File: config.mk
export PLATFORM = sky130hd
export DESIGN_NAME = disk_command_decoder
export DESIGN_NICKNAME = d
export VERILOG_FILES = /design/src/disk_cmd_pkg.sv /design/src/disk_command_decoder.sv
export VERILOG_INCLUDE_DIRS = /design/src
export SDC_FILE = /design/constraint.sdc
export NUM_CORES = 1
export LEC_CHECK = 0
export BUFFER_PORTS_ARGS = -buffer_cell sky130_fd_sc_hd__buf_2
export CAP_MARGIN = 10
export CORE_UTILIZATION = 35
export CTS_CLUSTER_SIZE = 16
export DETAILED_ROUTE_END_ITERATION = 10
export PLACE_DENSITY_LB_ADDON = 0.25
export SLEW_MARGIN = 20
export SYNTH_ARGS = -nofsm -noshare
export SYNTH_HDL_FRONTEND = slang
export SYNTH_SLANG_ARGS = --single-unit
File: constraint.sdc
create_clock -name pclk -period 2.25 [get_ports pclk]
set_input_delay 0 -clock pclk [delete_from_list [all_inputs] [get_ports pclk]]
set_output_delay 0 -clock pclk [all_outputs]
set_load 0.02 [all_outputs]
File: src/disk_cmd_defs.svh
// Constants for the disk command decoder
// Functional notes
// - Class 1 opcode 00 is copy, the only class 1 opcode.
// - Six-byte copy: byte 4 count, byte 1 source unit, byte 5 destination unit.
// - Source address bytes 1-3, destination 5-7, byte 8 spare, 9 control.
// - Per sector read source, write destination, bump addresses, count down.
// - Twelve-byte copy: 24-bit count bytes 7-9; zero means 16,777,216 blocks.
// - Class 6 opcode 00: byte 2 zero sets track format, one double step.
// - Double step: byte 5 zero, byte 4 bit 0 enables or disables.
// - Double step lets a 96 TPI drive handle 48 TPI diskettes.
// - Codes 00/01: FM, 128-byte sectors, 16 per track, one/two sides.
// - Codes 06/07: first track FM 128 bytes, rest MFM 256 bytes, 16.
// - 86/87 256x16, 8A/8B 512x8, 8E/8F 1024x5, MFM, odd code two sides.
// - Reset format code is 8A; other variant would use 00.
// - Byte 2 sub-opcode: 0 track format, 1 double step, 2 defines minifloppy media.
// - Byte 3 bits 7-6 density: 00 192, 01 96, 10 48 TPI.
// - Byte 3 bit 5 sides, bit 4 recording density FM or MFM.
// - Byte 3 bits 1-0 sector size 128..1024; byte 4 sectors per track.
// - 192 TPI forces double sided MFM, ignoring bits 5-4.
// - Reset media is 192 TPI, 512-byte sectors, 17 per track.
// - Drive type needs a floppy unit; 2 means 8 ms step, 3 means 3 ms.
// - Reset drive type is the 8 ms stepping type.
`ifndef DISK_CMD_DEFS_SVH
`define DISK_CMD_DEFS_SVH
`define ADDR_CONTROL 12'h000
`define ADDR_STATUS 12'h004
`define ADDR_CMD_BASE 12'h010
`define ADDR_FORMAT 12'h040
`define ADDR_MEDIA 12'h044
`define ADDR_COPY_SRC 12'h048
`define ADDR_COPY_DST 12'h04C
`define ADDR_COPY_LEFT 12'h050
`define CMD_BYTES 12
`define CLASS_COPY 3'h1
`define CLASS_COPY_LONG 3'h5
`define CLASS_CONFIG 3'h6
`define OP_COPY 5'h00
`define OP_FORMAT 5'h00
`define OP_DRIVE_TYPE 5'h01
`define SUB_TRACK 8'h00
`define SUB_DSTEP 8'h01
`define SUB_MEDIA 8'h02
`define RESET_FORMAT 8'h8A
`define RESET_TPI 2'h0
`define RESET_SIZE 2'h2
`define RESET_SPT 8'h11
`define TYPE_8MS 8'h02
`define TYPE_3MS 8'h03
`define STEP_8MS_NS 8000000
`define STEP_3MS_NS 3000000
`define CLK_NS 25
`define STEP_8MS_CYC (`STEP_8MS_NS / `CLK_NS)
`define STEP_3MS_CYC (`STEP_3MS_NS / `CLK_NS)
`define ST_ERR_BIT 1
`define ST_BUSY_BIT 0
`endif

File: src/disk_cmd_pkg.sv
// Types for the disk command decoder
package disk_cmd_pkg;
	typedef enum logic [2:0] {
		idle_state,
		decode_state,
		read_state,
		write_state,
		done_state
	} phase_type;

	typedef struct packed {
		logic [7:0] format_code;
		logic double_step;
		logic [1:0] tpi;
		logic two_sided;
		logic mfm;
		logic [1:0] size_code;
		logic [7:0] sectors_per_track;
		logic step_3ms;
	} config_type;

	typedef struct packed {
		logic [2:0] lun;
		logic [20:0] logical_block_address;
	} disk_addr_type;

	typedef struct packed {
		logic req;
		logic write;
		disk_addr_type addr;
	} sector_req_type;
endpackage

File: src/disk_command_decoder.sv
// Disk command decoder with APB register access and copy sequencer
`timescale 1ns/1ps
`default_nettype none
`include "disk_cmd_defs.svh"
module disk_command_decoder
	import disk_cmd_pkg::*;
#(
	parameter int STEP_8MS_CYCLES = `STEP_8MS_CYC,
	parameter int STEP_3MS_CYCLES = `STEP_3MS_CYC
) (
	input wire logic pclk,
	input wire logic presetn,
	input wire logic clk_en,
	input wire logic psel,
	input wire logic penable,
	input wire logic pwrite,
	input wire logic [11:0] paddr,
	input wire logic [31:0] pwdata,
	output logic [31:0] prdata,
	output logic pready,
	output logic pslverr,
	input wire logic [3:0] floppy_lun_mask,
	output sector_req_type sector_req,
	input wire logic sector_done,
	output config_type active_config,
	output logic [23:0] step_period_cycles
);

	typedef struct packed {
		logic [`CMD_BYTES*8-1:0] cmd;
		phase_type phase;
		config_type cfg;
		disk_addr_type src;
		disk_addr_type dst;
		logic [24:0] left;
		logic busy;
		logic err;
		logic [31:0] rdata;
		sector_req_type req;
	} state_type;

	state_type r;
	state_type next_r;

	function automatic logic [7:0] cmd_byte(input logic [95:0] c,
		input int idx);
		cmd_byte = c[idx*8 +: 8];
	endfunction

	function automatic disk_addr_type addr_inc(input disk_addr_type a);
		addr_inc.lun = a.lun;
		addr_inc.logical_block_address = a.logical_block_address + 21'd1;
	endfunction

	function automatic disk_addr_type addr_of(input logic [7:0] b2,
		input logic [7:0] b1, input logic [7:0] b0);
		addr_of.lun = b2[7:5];
		addr_of.logical_block_address = {b2[4:0], b1, b0};
	endfunction

	// Check that a track format code is one of the ten accepted codes
	function automatic logic format_ok(input logic [7:0] c);
		case (c)
			8'h00, 8'h01, 8'h06, 8'h07, 8'h86, 8'h87,
			8'h8A, 8'h8B, 8'h8E, 8'h8F: format_ok = 1'b1;
			default: format_ok = 1'b0;
		endcase
	endfunction

	function automatic config_type apply_format(input config_type c,
		input logic [7:0] code);
		config_type n;
		n = c;
		n.format_code = code;
		n.two_sided = code[0];
		n.tpi = 2'h1;
		case (code)
			8'h00, 8'h01: begin
				n.mfm = 1'b0;
				n.size_code = 2'h0;
				n.sectors_per_track = 8'd16;
			end
			// mixed first track; track zero rule lives in the formatter
			8'h06, 8'h07: begin
				n.mfm = 1'b1;
				n.size_code = 2'h1;
				n.sectors_per_track = 8'd16;
			end
			8'h86, 8'h87: begin
				n.mfm = 1'b1;
				n.size_code = 2'h1;
				n.sectors_per_track = 8'd16;
			end
			8'h8A, 8'h8B: begin
				n.mfm = 1'b1;
				n.size_code = 2'h2;
				n.sectors_per_track = 8'd8;
			end
			default: begin
				n.mfm = 1'b1;
				n.size_code = 2'h3;
				n.sectors_per_track = 8'd5;
			end
		endcase
		apply_format = n;
	endfunction

	// Command bytes sit one per byte address above the base
	function automatic logic in_cmd_window(input logic [11:0] a);
		in_cmd_window = a >= `ADDR_CMD_BASE &&
			a < `ADDR_CMD_BASE + 12'(`CMD_BYTES);
	endfunction

	function automatic int cmd_index(input logic [11:0] a);
		cmd_index = 32'(a - `ADDR_CMD_BASE);
	endfunction

	// zero count stands for the full 24-bit range
	function automatic logic [24:0] long_count(input logic [7:0] hi,
		input logic [7:0] mid, input logic [7:0] lo);
		if ({hi, mid, lo} == 24'h00_0000)
			long_count = 25'h100_0000;
		else
			long_count = {1'b0, hi, mid, lo};
	endfunction

	function automatic config_type apply_media(input config_type c,
		input logic [7:0] fmt, input logic [7:0] spt);
		config_type n;
		n = c;
		n.tpi = fmt[7:6];
		n.two_sided = fmt[5];
		n.mfm = fmt[4];
		n.size_code = fmt[1:0];
		n.sectors_per_track = spt;
		if (fmt[7:6] == 2'h0) begin
			n.two_sided = 1'b1;
			n.mfm = 1'b1;
		end
		apply_media = n;
	endfunction

	function automatic logic floppy_unit(input logic [7:0] lun_byte,
		input logic [3:0] mask);
		// Units above 3 have no mask bit, so they never qualify
		if (lun_byte[7])
			floppy_unit = 1'b0;
		else
			floppy_unit = mask[lun_byte[6:5]];
	endfunction

	function automatic sector_req_type sector_request(input logic wr,
		input disk_addr_type a);
		sector_request.req = 1'b1;
		sector_request.write = wr;
		sector_request.addr = a;
	endfunction

	// Unmapped offsets read as zero rather than erroring
	function automatic logic [31:0] read_word(input state_type s,
		input logic [11:0] a);
		read_word = 32'h0000_0000;
		case (a)
			`ADDR_STATUS: read_word = {30'h0, s.err, s.busy};
			`ADDR_FORMAT: read_word = {23'h0, s.cfg.double_step,
				s.cfg.format_code};
			`ADDR_MEDIA: read_word = {15'h0, s.cfg.step_3ms,
				s.cfg.sectors_per_track, 2'h0, s.cfg.tpi,
				s.cfg.two_sided, s.cfg.mfm, s.cfg.size_code};
			`ADDR_COPY_SRC: read_word = {8'h0, s.src};
			`ADDR_COPY_DST: read_word = {8'h0, s.dst};
			`ADDR_COPY_LEFT: read_word = {7'h0, s.left};
			default: begin
				if (in_cmd_window(a))
					read_word = {24'h00_0000,
						s.cmd[cmd_index(a) * 8 +: 8]};
			end
		endcase
	endfunction

	logic [7:0] b0;
	logic [7:0] b1;
	logic [7:0] b2;
	logic [7:0] b3;
	logic [7:0] b4;
	logic [7:0] b5;
	logic [7:0] b7;
	logic [7:0] b8;
	logic [7:0] b9;
	logic wr_fire;
	logic rd_fire;

	assign b0 = cmd_byte(r.cmd, 0);
	assign b1 = cmd_byte(r.cmd, 1);
	assign b2 = cmd_byte(r.cmd, 2);
	assign b3 = cmd_byte(r.cmd, 3);
	assign b4 = cmd_byte(r.cmd, 4);
	assign b5 = cmd_byte(r.cmd, 5);
	assign b7 = cmd_byte(r.cmd, 7);
	assign b8 = cmd_byte(r.cmd, 8);
	assign b9 = cmd_byte(r.cmd, 9);
	assign wr_fire = psel & penable & pwrite & clk_en;
	assign rd_fire = psel & ~pwrite;

	always_comb begin
		next_r = r;
		if (wr_fire) begin
			if (in_cmd_window(paddr))
				next_r.cmd[cmd_index(paddr) * 8 +: 8] = pwdata[7:0];
			// Start ignored while busy so a running copy keeps going
			if (paddr == `ADDR_CONTROL && pwdata[0] && !r.busy) begin
				next_r.phase = decode_state;
				next_r.busy = 1'b1;
				next_r.err = 1'b0;
			end
		end
		case (r.phase)
			idle_state: begin
			end
			decode_state: begin
				next_r.phase = done_state;
				if (b0[7:5] == `CLASS_COPY) begin
					if (b0[4:0] == `OP_COPY) begin
						next_r.src = addr_of(cmd_byte(r.cmd, 1),
							b2, b3);
						next_r.dst = addr_of(b5, cmd_byte(r.cmd, 6),
							cmd_byte(r.cmd, 7));
						next_r.left = {17'h0, b4};
						next_r.phase = (b4 == 8'h0) ? done_state :
							read_state;
					end else begin
						next_r.err = 1'b1;
					end
				end else if (b0[7:5] == `CLASS_COPY_LONG &&
					b0[4:0] == `OP_COPY) begin
					next_r.src = addr_of(cmd_byte(r.cmd, 1), b2, b3);
					next_r.dst = addr_of(b4, b5, cmd_byte(r.cmd, 6));
					next_r.left = long_count(b7, b8, b9);
					next_r.phase = read_state;
				end else if (b0[7:5] == `CLASS_CONFIG &&
					b0[4:0] == `OP_FORMAT) begin
					case (b2)
						`SUB_TRACK: begin
							if (format_ok(b5) && b4 == 8'h0)
								next_r.cfg = apply_format(r.cfg, b5);
							else
								next_r.err = 1'b1;
						end
						`SUB_DSTEP: begin
							if (b5 == 8'h0)
								next_r.cfg.double_step = b4[0];
							else
								next_r.err = 1'b1;
						end
						`SUB_MEDIA: begin
							if (b3[7:6] == 2'h3) begin
								next_r.err = 1'b1;
							end else begin
								next_r.cfg = apply_media(r.cfg, b3, b4);
							end
						end
						default: next_r.err = 1'b1;
					endcase
				end else if (b0[7:5] == `CLASS_CONFIG &&
					b0[4:0] == `OP_DRIVE_TYPE) begin
					if (!floppy_unit(b1, floppy_lun_mask))
						next_r.err = 1'b1;
					else if (b4 == `TYPE_8MS)
						next_r.cfg.step_3ms = 1'b0;
					else if (b4 == `TYPE_3MS)
						next_r.cfg.step_3ms = 1'b1;
					else
						next_r.err = 1'b1;
				end else begin
					next_r.err = 1'b1;
				end
			end
			read_state: begin
				next_r.req = sector_request(1'b0, r.src);
				if (r.req.req && sector_done) begin
					next_r.req.req = 1'b0;
					next_r.phase = write_state;
				end
			end
			write_state: begin
				next_r.req = sector_request(1'b1, r.dst);
				if (r.req.req && sector_done) begin
					next_r.req.req = 1'b0;
					next_r.src = addr_inc(r.src);
					next_r.dst = addr_inc(r.dst);
					next_r.left = r.left - 25'd1;
					next_r.phase = (r.left == 25'd1) ? done_state :
						read_state;
				end
			end
			done_state: begin
				next_r.busy = 1'b0;
				next_r.phase = idle_state;
			end
			default: next_r.phase = idle_state;
		endcase
		next_r.rdata = 32'h0000_0000;
		if (rd_fire)
			next_r.rdata = read_word(r, paddr);
	end

	always_ff @(posedge pclk or negedge presetn) begin
		if (!presetn) begin
			r <= '0;
			r.phase <= idle_state;
			r.cfg.format_code <= `RESET_FORMAT;
			r.cfg.tpi <= `RESET_TPI;
			r.cfg.two_sided <= 1'b1;
			r.cfg.mfm <= 1'b1;
			r.cfg.size_code <= `RESET_SIZE;
			r.cfg.sectors_per_track <= `RESET_SPT;
			r.cfg.step_3ms <= 1'b0;
		end else if (clk_en) begin
			r <= next_r;
		end
	end

	// Read data registered in setup so access phase answers at once
	assign pready = 1'b1;
	assign pslverr = 1'b0;
	assign prdata = r.rdata;
	assign sector_req = r.req;
	assign active_config = r.cfg;
	assign step_period_cycles = r.cfg.step_3ms ? 24'(STEP_3MS_CYCLES) :
		24'(STEP_8MS_CYCLES);

endmodule // disk_command_decoder
`default_nettype wire

==> results of run 1 <==
-- cells in the mapped netlist (10+ instances only) --
master / count
nand3_1: 45
inv_1: 39
o22a_1: 10
o22ai_1: 28
dfrtp_1: 241
a21oi_1: 103
o2bb2ai_1: 19
mux4_2: 25
and2_1: 16
nand4_4: 10
nor4_1: 21
nor2b_1: 16
ha_1: 10
buf_4: 107
a31oi_1: 10
a222oi_1: 16
mux2i_1: 44
o21ai_0: 128
clkbuf_1: 104
nor3_1: 32
nand2_1: 188
nand4_1: 12
a32oi_1: 13
nor2_1: 112
mux2_2: 90
and3_1: 23
a22o_1: 10
-- metal layers --
layer	wire length [um]	up-vias	part of all wire
met5	0	-	0
met4	3009	0	0.050
met3	4235	141	0.071
met2	27260	651	0.45
met1	25450	7003	0.42
li1	-	6299	-
-- kinds of logic (layout without fill, tap and decap cells) --
family	after synthesis	after routing	synth area share
AND/OR/NAND/NOR	521	521	0.1720
multiplexers	167	167	0.1381
adder cells (fa/ha/maj)	10	10	0.008200
other	2	25	0.0004922
XOR/XNOR	10	10	0.005740
buffers and inverters	262	481	0.09200
flip-flops	249	249	0.4090
AO/OA/AOI/OAI	413	414	0.1745
-- final cells by class --
type | count | area (um2) | area share
Multi-Input combinational cell | 1147 | 8133 | 0.4203
Clock buffer | 41 | 830.8 | 0.04293
Inverter | 39 | 146.4 | 0.007565
Clock inverter | 10 | 58.81 | 0.003039
Sequential cell | 249 | 6241 | 0.3225
Tap cell | 585 | 732.0 | 0.03782
Timing Repair Buffer | 391 | 3209 | 0.1658
-- stage by stage --
stage	area, um2	TNS, ps	utilization	std cells	setup WS [ps]
2_1_floorplan	15460	-83770	-	1657	-975.5
3_3_place_gp	17590	-105440	0.4084	2377	-1205
3_5_place_dp	17590	-102200	0.4084	2377	-1153
4_1_cts	18740	-36180	0.4351	2443	-462.5
5_1_grt	19350	-43010	0.4492	2462	-519.6
6_report	19350	-33680	0.4492	2462	-427.0
-- what timing repair did --
action / CTS / global route
gates resized for setup: 20 / 115
setup endpoints to repair: 99 / 172
hold buffers: 12 / 0
setup buffers: 2 / 10
gates cloned: 1 / 11
hold endpoints to repair: 226 / 0
pin swaps: 10 / 13
-- critical path: cells and delay by family --
family	cells	cell delay, ps
buf+inv	3	430
simple gates	5	1510
compound gates	3	620
fa+ha+maj	1	280
mux	1	290
-- power by group through the flow --
stage | Sequential, mW | Clock (mW) | Combinational, mW
2_1_floorplan | 5.09 | 0 | 1.25
3_3_place_gp | 5.15 | 0 | 1.77
3_5_place_dp | 5.17 | 0 | 1.78
4_1_cts | 5.09 | 4.56 | 1.81
5_1_grt | 5.15 | 4.77 | 2.03
6_report | 5.11 | 4.52 | 1.87
-- worst min path at each step --
stage / slack (ps) / cells after the start / from / to
floorplan: -300 / 0 / presetn / active_config[0]
finish: 40 / 2 / presetn / r[63]
global route: 110 / 2 / presetn / r[63]
global placement: 70 / 1 / presetn / r[111]
CTS: 70 / 2 / presetn / r[99]
detailed placement: 70 / 1 / presetn / r[111]
-- flip-flops by register name, indices dropped and copies added (netlist names), 24 cells and up --
name,cells
r,102
sector_req,26
prdata,25
active_config,24
==> out/results.ini, run 1 <==
[run_status]
run_status = finished, violations left
failed_checks = setup timing

[global_routing]
use_met1 = 0.3569
busiest_layer = met2
grtUsageMet2 = 0.4154
grtUsageTotal = 0.2621
grt_remaining_overflow = 0
grt_pass1_wl_um = 87420
grt_pass1_vias = 13590
grt_max_degree = 86
antenna_found_initial = 0
grt_util_met3 = 0.03910

[critical_path]
ff2ff_path_depth = 6
critPathCapture = b8[0]
critPathKind = in -> reg
path_max_fanout = 8
cp-end-kind = register
worstSetupStartpoint = paddr[9]
arrival_ps = 3140
critPathSlowestCell = or4_4
r2r-start = r[75]
crit_chain = buf_6, or4_4, or4_4, o21ai_2, nand2_1, ha_1, or3_1, a2111o_1, a21oi_4, buf_12, nand4_1, buf_6, mux2_4
cpPeakStageDelay_ps = 530
r2r_end = r[158]
regToRegSetupSlack_ps = 20
critPathRequiredTime_ps = 2710
start_kind = input pin

[power_and_ir_drop]
power.internal_mw = 8.059
p_clk_frac = 0.393
power_frac_seq = 0.444
netSwitchingFraction = 0.2991
max-vdd-ir-drop_uv = 584.2
p_leak_nw = 9.043
combPwrFrac = 0.162
power_density_nw_per_um2 = 594.2
p_sw_mw = 3.439
total_power_mw = 11.50

[finish]
layout_common_cells = dfrtp_1 (241), buf_4 (217), nand2_1 (186)
area_growth_pct = 26.82
final_nets = 1922
drive_above_1_share = 0.3426
n_fill_cell = 4153
antenna_cells = 0
layout_commonest_cell = dfrtp_1

[run]
cap_violations = 0

[die]
dieArea_um2 = 44430
chipHeight_um = 210.8
rows = 76
core_um2 = 43080
ios = 163
fp.dieW_um = 210.8
initial_utilization = 0.3542

[logic_synthesis]
ys_ff_latch = 249
yosysTopAreaCell = dfrtp_1
synth_edf_count = 0
synth-async-reset-ratio = 1.000
synth_ff_type = dfrtp_1
synth.distinct_cells = 77
syn-cell-area_um2 = 15260
yosysWarnings = 0
ys_seq_area_frac = 0.4090
synth_area_per_cell_um2 = 9.338
synth_top_area_frac = 0.3952
syn_inst = 1634
synth_area_leaders = dfrtp_1 (40%), mux2_2 (6.6%), buf_4 (5.3%)

[drt]
drc = 0
drtAntennaViolNets = 0
wl_per_cell_um = 24.35
drt_wl_total_um = 59960
dr.pass1.iters = 10
viasPerCell = 5.725
drtIter0Drc = 1576
via_count = 14090

[placement]
dp_hpwl_um = 44270
gp_congestion = 1.020
io_buffers = 113

[timing]
hold_ws_ps = 43.36
finalSetupViolCount = 88
layout_setup_ws_ps = -427.0
fin_crit_sh = 1.190
finalHoldViolations = 0
fmax_ghz = 0.3735
maxSlewHeadroom = 0.4982
slew_violations = 0
worst_pin_slew_ps = 750.0
clock_skew_ps = 17.96
final.min_clock_period_ps = 2677
rsz0062_at_grt = true

[cts]
cts_buffers = 29
cts-root-buf = clkbuf_16
clock_latency_ps = 570
clk_pin_slew_ps = 70
cts_num_sinks = 249
htreeDepth = 1
cts_tree = built
ctsLongestPathBuffers = 3

[worst_hold_path]
hp-class = in -> async

No activity file was read; power rests on OpenSTA's default activity.
==> inputs of run 2 (changes only) <==
Settings changed: CORE_UTILIZATION 35 to 54.
==> run 2 against run 1 <==
- the flow finishes with violations (DRC, hold timing, setup timing)
- combinational power rose by 3%
- sequential power barely moved
- setup slack got worse by 160 ps
- largest power group unchanged
==> out/results.ini, run 2 (same netlist as run 1, synthesis figures left out) <==
[drt]
drc = 4
wl_met3_um = 7266
wl_per_cell_um = 25.71
dr.pass1.iters = 11
viasPerCell = 6.460
dr_wl_met2_um = 25060
wl_met1_um = 22390
drtIter0Drc = 2124
drtAntennaViolNets = 0
drt_wl_total_um = 58170
via_count = 14620
top_layer = met4

[run]
cap_violations = 0

[finish]
multi_input_area_um2 = 8168
drive_above_1_share = 0.3454
final_nets = 1927
instances_no_fill = 2263
top_register = r
regArea_um2 = 6241
largest_reg_flops = 102
n_fill_cell = 2202
area_growth_pct = 25.45
layout_commonest_cell = dfrtp_1
layout_common_cells = dfrtp_1 (241), buf_4 (229), nand2_1 (185)

[critical_path]
critPathRequiredTime_ps = 2660
cpPeakStageDelay_ps = 530
ff2ff_path_depth = 9
critPathKind = in -> reg
critPathSlowestCell = or4_4
regToRegSetupSlack_ps = 20
path_max_fanout = 8
r2r-start = b0[4]
crit_chain = buf_6, or4_4, or4_4, o21ai_4, nand2_1, ha_1, or3_1, a2111o_1, a21oi_4, buf_12, buf_12, nand4_4, mux2_4
cp-end-kind = register
arrival_ps = 3250
r2r_end = r[60]
start_kind = input pin

[global_routing]
grt_remaining_overflow = 0
grt_pass1_vias = 13370
grt_max_degree = 80
antenna_found_initial = 1
grt_pass1_wl_um = 83470
grtUsageTotal = 0.3882

[placement]
dp.cells = 2166
dp_hpwl_um = 41760
place_ws_ps = -1231
gp_congestion = 1.009
io_buffers = 113

[cts]
cts-root-buf = clkbuf_16
cts_buffers = 27
ctsLongestPathBuffers = 3
htreeDepth = 1
cts_num_sinks = 249
cts_tree = built
clock_latency_ps = 540
clk_pin_slew_ps = 60

[timing]
final.min_clock_period_ps = 2839
worst_pin_slew_ps = 707.1
rsz0062_at_grt = true
slew_violations = 0
finalHoldViolations = 2
maxSlewHeadroom = 0.5276
layout_setup_ws_ps = -589.5
hold_ws_ps = -3.319
finalSetupViolCount = 89
fin_crit_sh = 1.262
fmax_ghz = 0.3522
clock_skew_ps = 16.04

[power_and_ir_drop]
p_clk_frac = 0.384
p_leak_nw = 9.061
combPwrFrac = 0.168
max-vdd-ir-drop_uv = 700.4
power.internal_mw = 8.068
power_frac_seq = 0.447
netSwitchingFraction = 0.2942
p_sw_mw = 3.363
power_density_nw_per_um2 = 597.2

[die]
core_um2 = 27780
rows = 61
chipHeight_um = 170.1
fp.dieW_um = 170.1
dieArea_um2 = 28930
initial_utilization = 0.5492
ios = 163

[worst_hold_path]
hp-class = in -> async

[run_status]
run_status = finished, violations left
failed_checks = DRC, hold timing, setup timing

run 2: area by class of cell:
cell class / count / share of cell area
well taps: 378 / 0.02471
clock buffers: 40 / 0.04151
repair buffers: 399 / 0.1690
flip-flops and latches: 249 / 0.3261
diodes: 3 / 0.0003922
multi-input cells: 1146 / 0.4267
clock inverters: 9 / 0.003987
inverters: 39 / 0.007648
run 2: power by group through the flow:
stage	logic (mW)	clock network (mW)	registers (mW)
after floorplan	1.25	0	5.09
after global placement	1.78	0	5.16
after detailed placement	1.82	0	5.17
after CTS	1.85	4.41	5.09
after global routing	2.08	4.57	5.15
final	1.92	4.39	5.12
run 2: through the flow:
stage               setup TNS (ps)  cell area, um2  hold WS (ps)  total power [mW]  utilization
floorplan                   -83770           15460        -295.6             6.333            -
global placement           -111560           17280        -23.81             6.937       0.6219
detailed placement         -119820           17280        -19.63             6.984       0.6219
CTS                         -43650           18480         17.57             11.35       0.6652
global route                -49110           19140         38.84             11.80       0.6888
finish                      -42700           19140        -3.319             11.43       0.6890
run 2: worst max-delay path by stage:
stage | startpoint | to | cells after the start
after floorplan | paddr[8] | b8[0] | 12
after global placement | paddr[8] | r[246] | 13
after detailed placement | paddr[8] | b2[4] | 13
after CTS | paddr[8] | b3[6] | 13
after global routing | paddr[8] | b3[6] | 13
final | paddr[8] | b3[6] | 13
run 2: what timing repair did:
action / CTS / global route
hold buffers: 11 / 0
gates resized for setup: 25 / 103
hold endpoints to repair: 264 / 0
setup endpoints to repair: 171 / 161
pin swaps: 12 / 13
gates cloned: 2 / 11
buffers inserted: 5 / 17
run 2: critical path, delay by kind of cell:
family	cells	cell delay, ps
simple gates	5	1620
compound gates	3	630
buf+inv	3	360
mux	1	360
fa+ha+maj	1	280
run 2: layer usage:
metal,vias up,track usage
met5,-,0
li1,6283,-
met2,993,0.5868
met4,0,0.1645
met3,207,0.08163
met1,7135,0.5397
==> inputs of run 3 (changes only) <==
Settings changed: REMOVE_ABC_BUFFERS set to 1.
==> run 3 against run 2 <==
- total power is 2.5% higher
- the run ends with setup timing left
- clock skew is 3.3 ps higher
- sequential power hardly changed
- non-clock buffer count is 33 lower
- final cell count is 1.6% lower
- critical endpoint is now b5[5]
- global-route usage is 0.88 points lower
- combinational power is 6% lower
- largest cell class unchanged
- flip-flop and latch count stayed put
- clock-buffer cell count is 2 higher
==> out/results.ini, run 3 (same netlist as run 1, synthesis figures left out) <==
[drt]
via_count = 14350
drtAntennaViolNets = 0
viasPerCell = 6.448
wl_per_cell_um = 25.00
drc = 0
dr.pass1.iters = 7
drtIter0Drc = 2063
drt_wl_total_um = 55650

[critical_path]
ff2ff_path_depth = 6
r2r-start = b0[6]
path_max_fanout = 8
regToRegSetupSlack_ps = 60
cp-end-kind = register
arrival_ps = 3180
start_kind = input pin
critPathKind = in -> reg
critPathRequiredTime_ps = 2680
r2r_end = r[70]

[cts]
ctsLongestPathBuffers = 3
clk_pin_slew_ps = 60
clock_latency_ps = 560
cts_num_sinks = 249
cts_tree = built
cts-root-buf = clkbuf_16
cts_buffers = 28
htreeDepth = 1

[power_and_ir_drop]
max-vdd-ir-drop_uv = 511.8
p_leak_nw = 8.815
total_power_mw = 11.72
power_density_nw_per_um2 = 631.0

[finish]
top_register = r
regArea_um2 = 6241
largest_reg_flops = 102
final_nets = 1895
fin_util = 0.6684
multi_input_area_um2 = 7953
n_fill_cell = 2253
drive_above_1_share = 0.3122
layout_commonest_cell = dfrtp_1
area_growth_pct = 21.71
antenna_cells = 0
layout_common_cells = dfrtp_1 (241), buf_4 (217), nand2_1 (186)

[timing]
maxSlewHeadroom = 0.2958
finalHoldViolations = 0
fin_crit_sh = 1.221
clock_skew_ps = 19.38
slew_violations = 0
worst_pin_slew_ps = 1052
final.setup.tns_ps = -37410
fmax_ghz = 0.3640
final.min_clock_period_ps = 2747
rsz0062_at_grt = true
finalSetupViolCount = 96
layout_setup_ws_ps = -497.2

[die]
rows = 61
initial_utilization = 0.5492
dieArea_um2 = 28930
ios = 163
chipHeight_um = 170.1
fp.dieW_um = 170.1
core_um2 = 27780

[global_routing]
grt_max_degree = 75
grtUsageTotal = 0.3794
grt_remaining_overflow = 0
grt_pass1_wl_um = 81680
antenna_found_initial = 2
grt_pass1_vias = 13300

[placement]
dp_hpwl_um = 41180
gp_congestion = 1.029
io_buffers = 113

[run]
cap_violations = 0

[worst_hold_path]
hp-class = in -> async

[run_status]
failed_checks = setup timing
run_status = finished, violations left

-- run 3: power breakdown --
| part | leakage, nW | internal [mW] | switching, mW |
|---|---|---|---|
| Clock | 0.467 | 2.96 | 1.87 |
| Combinational | 5.01 | 0.661 | 1.14 |
| Sequential | 3.34 | 4.80 | 0.293 |
-- run 3: worst max-delay path, cell delays in order --
cell,delay [ps]
buf_6,90
or4_4,530
or4_4,510
o21ai_4,80
nand2_1,60
ha_1,280
or3_1,310
a2111o_1,300
a21oi_2,180
buf_12,170
buf_12,120
nand4_4,160
mux2_4,370
-- run 3: layout make-up --
cell class / count / area share
clock buffers: 42 / 0.04440
clock inverters: 6 / 0.007007
inverters: 39 / 0.007883
multi-input cells: 1146 / 0.4282
flip-flops and latches: 249 / 0.3361
well taps: 378 / 0.02547
repair buffers: 366 / 0.1509
-- run 3: timing repair --
action	4_1_cts	5_1_grt
endpoints found under the hold margin	231	0
setup endpoints to repair	96	140
setup buffers	5	1
pin swaps	15	6
hold buffers	12	0
gates cloned	0	4
resized for setup	20	29
-- run 3: worst max-delay path by stage --
| stage | startpoint | to | slack, ps | cells past startpoint |
|---|---|---|---|---|
| final | paddr[8] | b5[5] | -500 | 13 |
| after CTS | paddr[8] | b5[5] | -470 | 13 |
| after global routing | paddr[6] | b5[5] | -600 | 16 |
| after floorplan | r[157] | r[109] | -3710 | 7 |
| after detailed placement | paddr[5] | b5[5] | -1200 | 15 |
| after global placement | paddr[4] | b5[4] | -1140 | 15 |
-- run 3: stage by stage --
step,setup slack (ps),instance area [um2],std cells,hold WS (ps)
after floorplan,-3712,14090,1434,-295.6
after global placement,-1145,17120,2156,16.64
after detailed placement,-1204,17120,2156,18.75
after CTS,-468.7,18340,2221,42.84
after global routing,-603.4,18570,2226,78.90
final,-497.2,18570,2226,24.18
-- run 3: metal layers --
layer / wire length (um) / vias up / GRT usage
met5: 22 / - / 0
met1: 21840 / 6961 / 0.5224
met4: 3101 / 2 / 0.1657
met2: 24520 / 977 / 0.5875
met3: 6166 / 187 / 0.06674
li1: - / 6226 / -
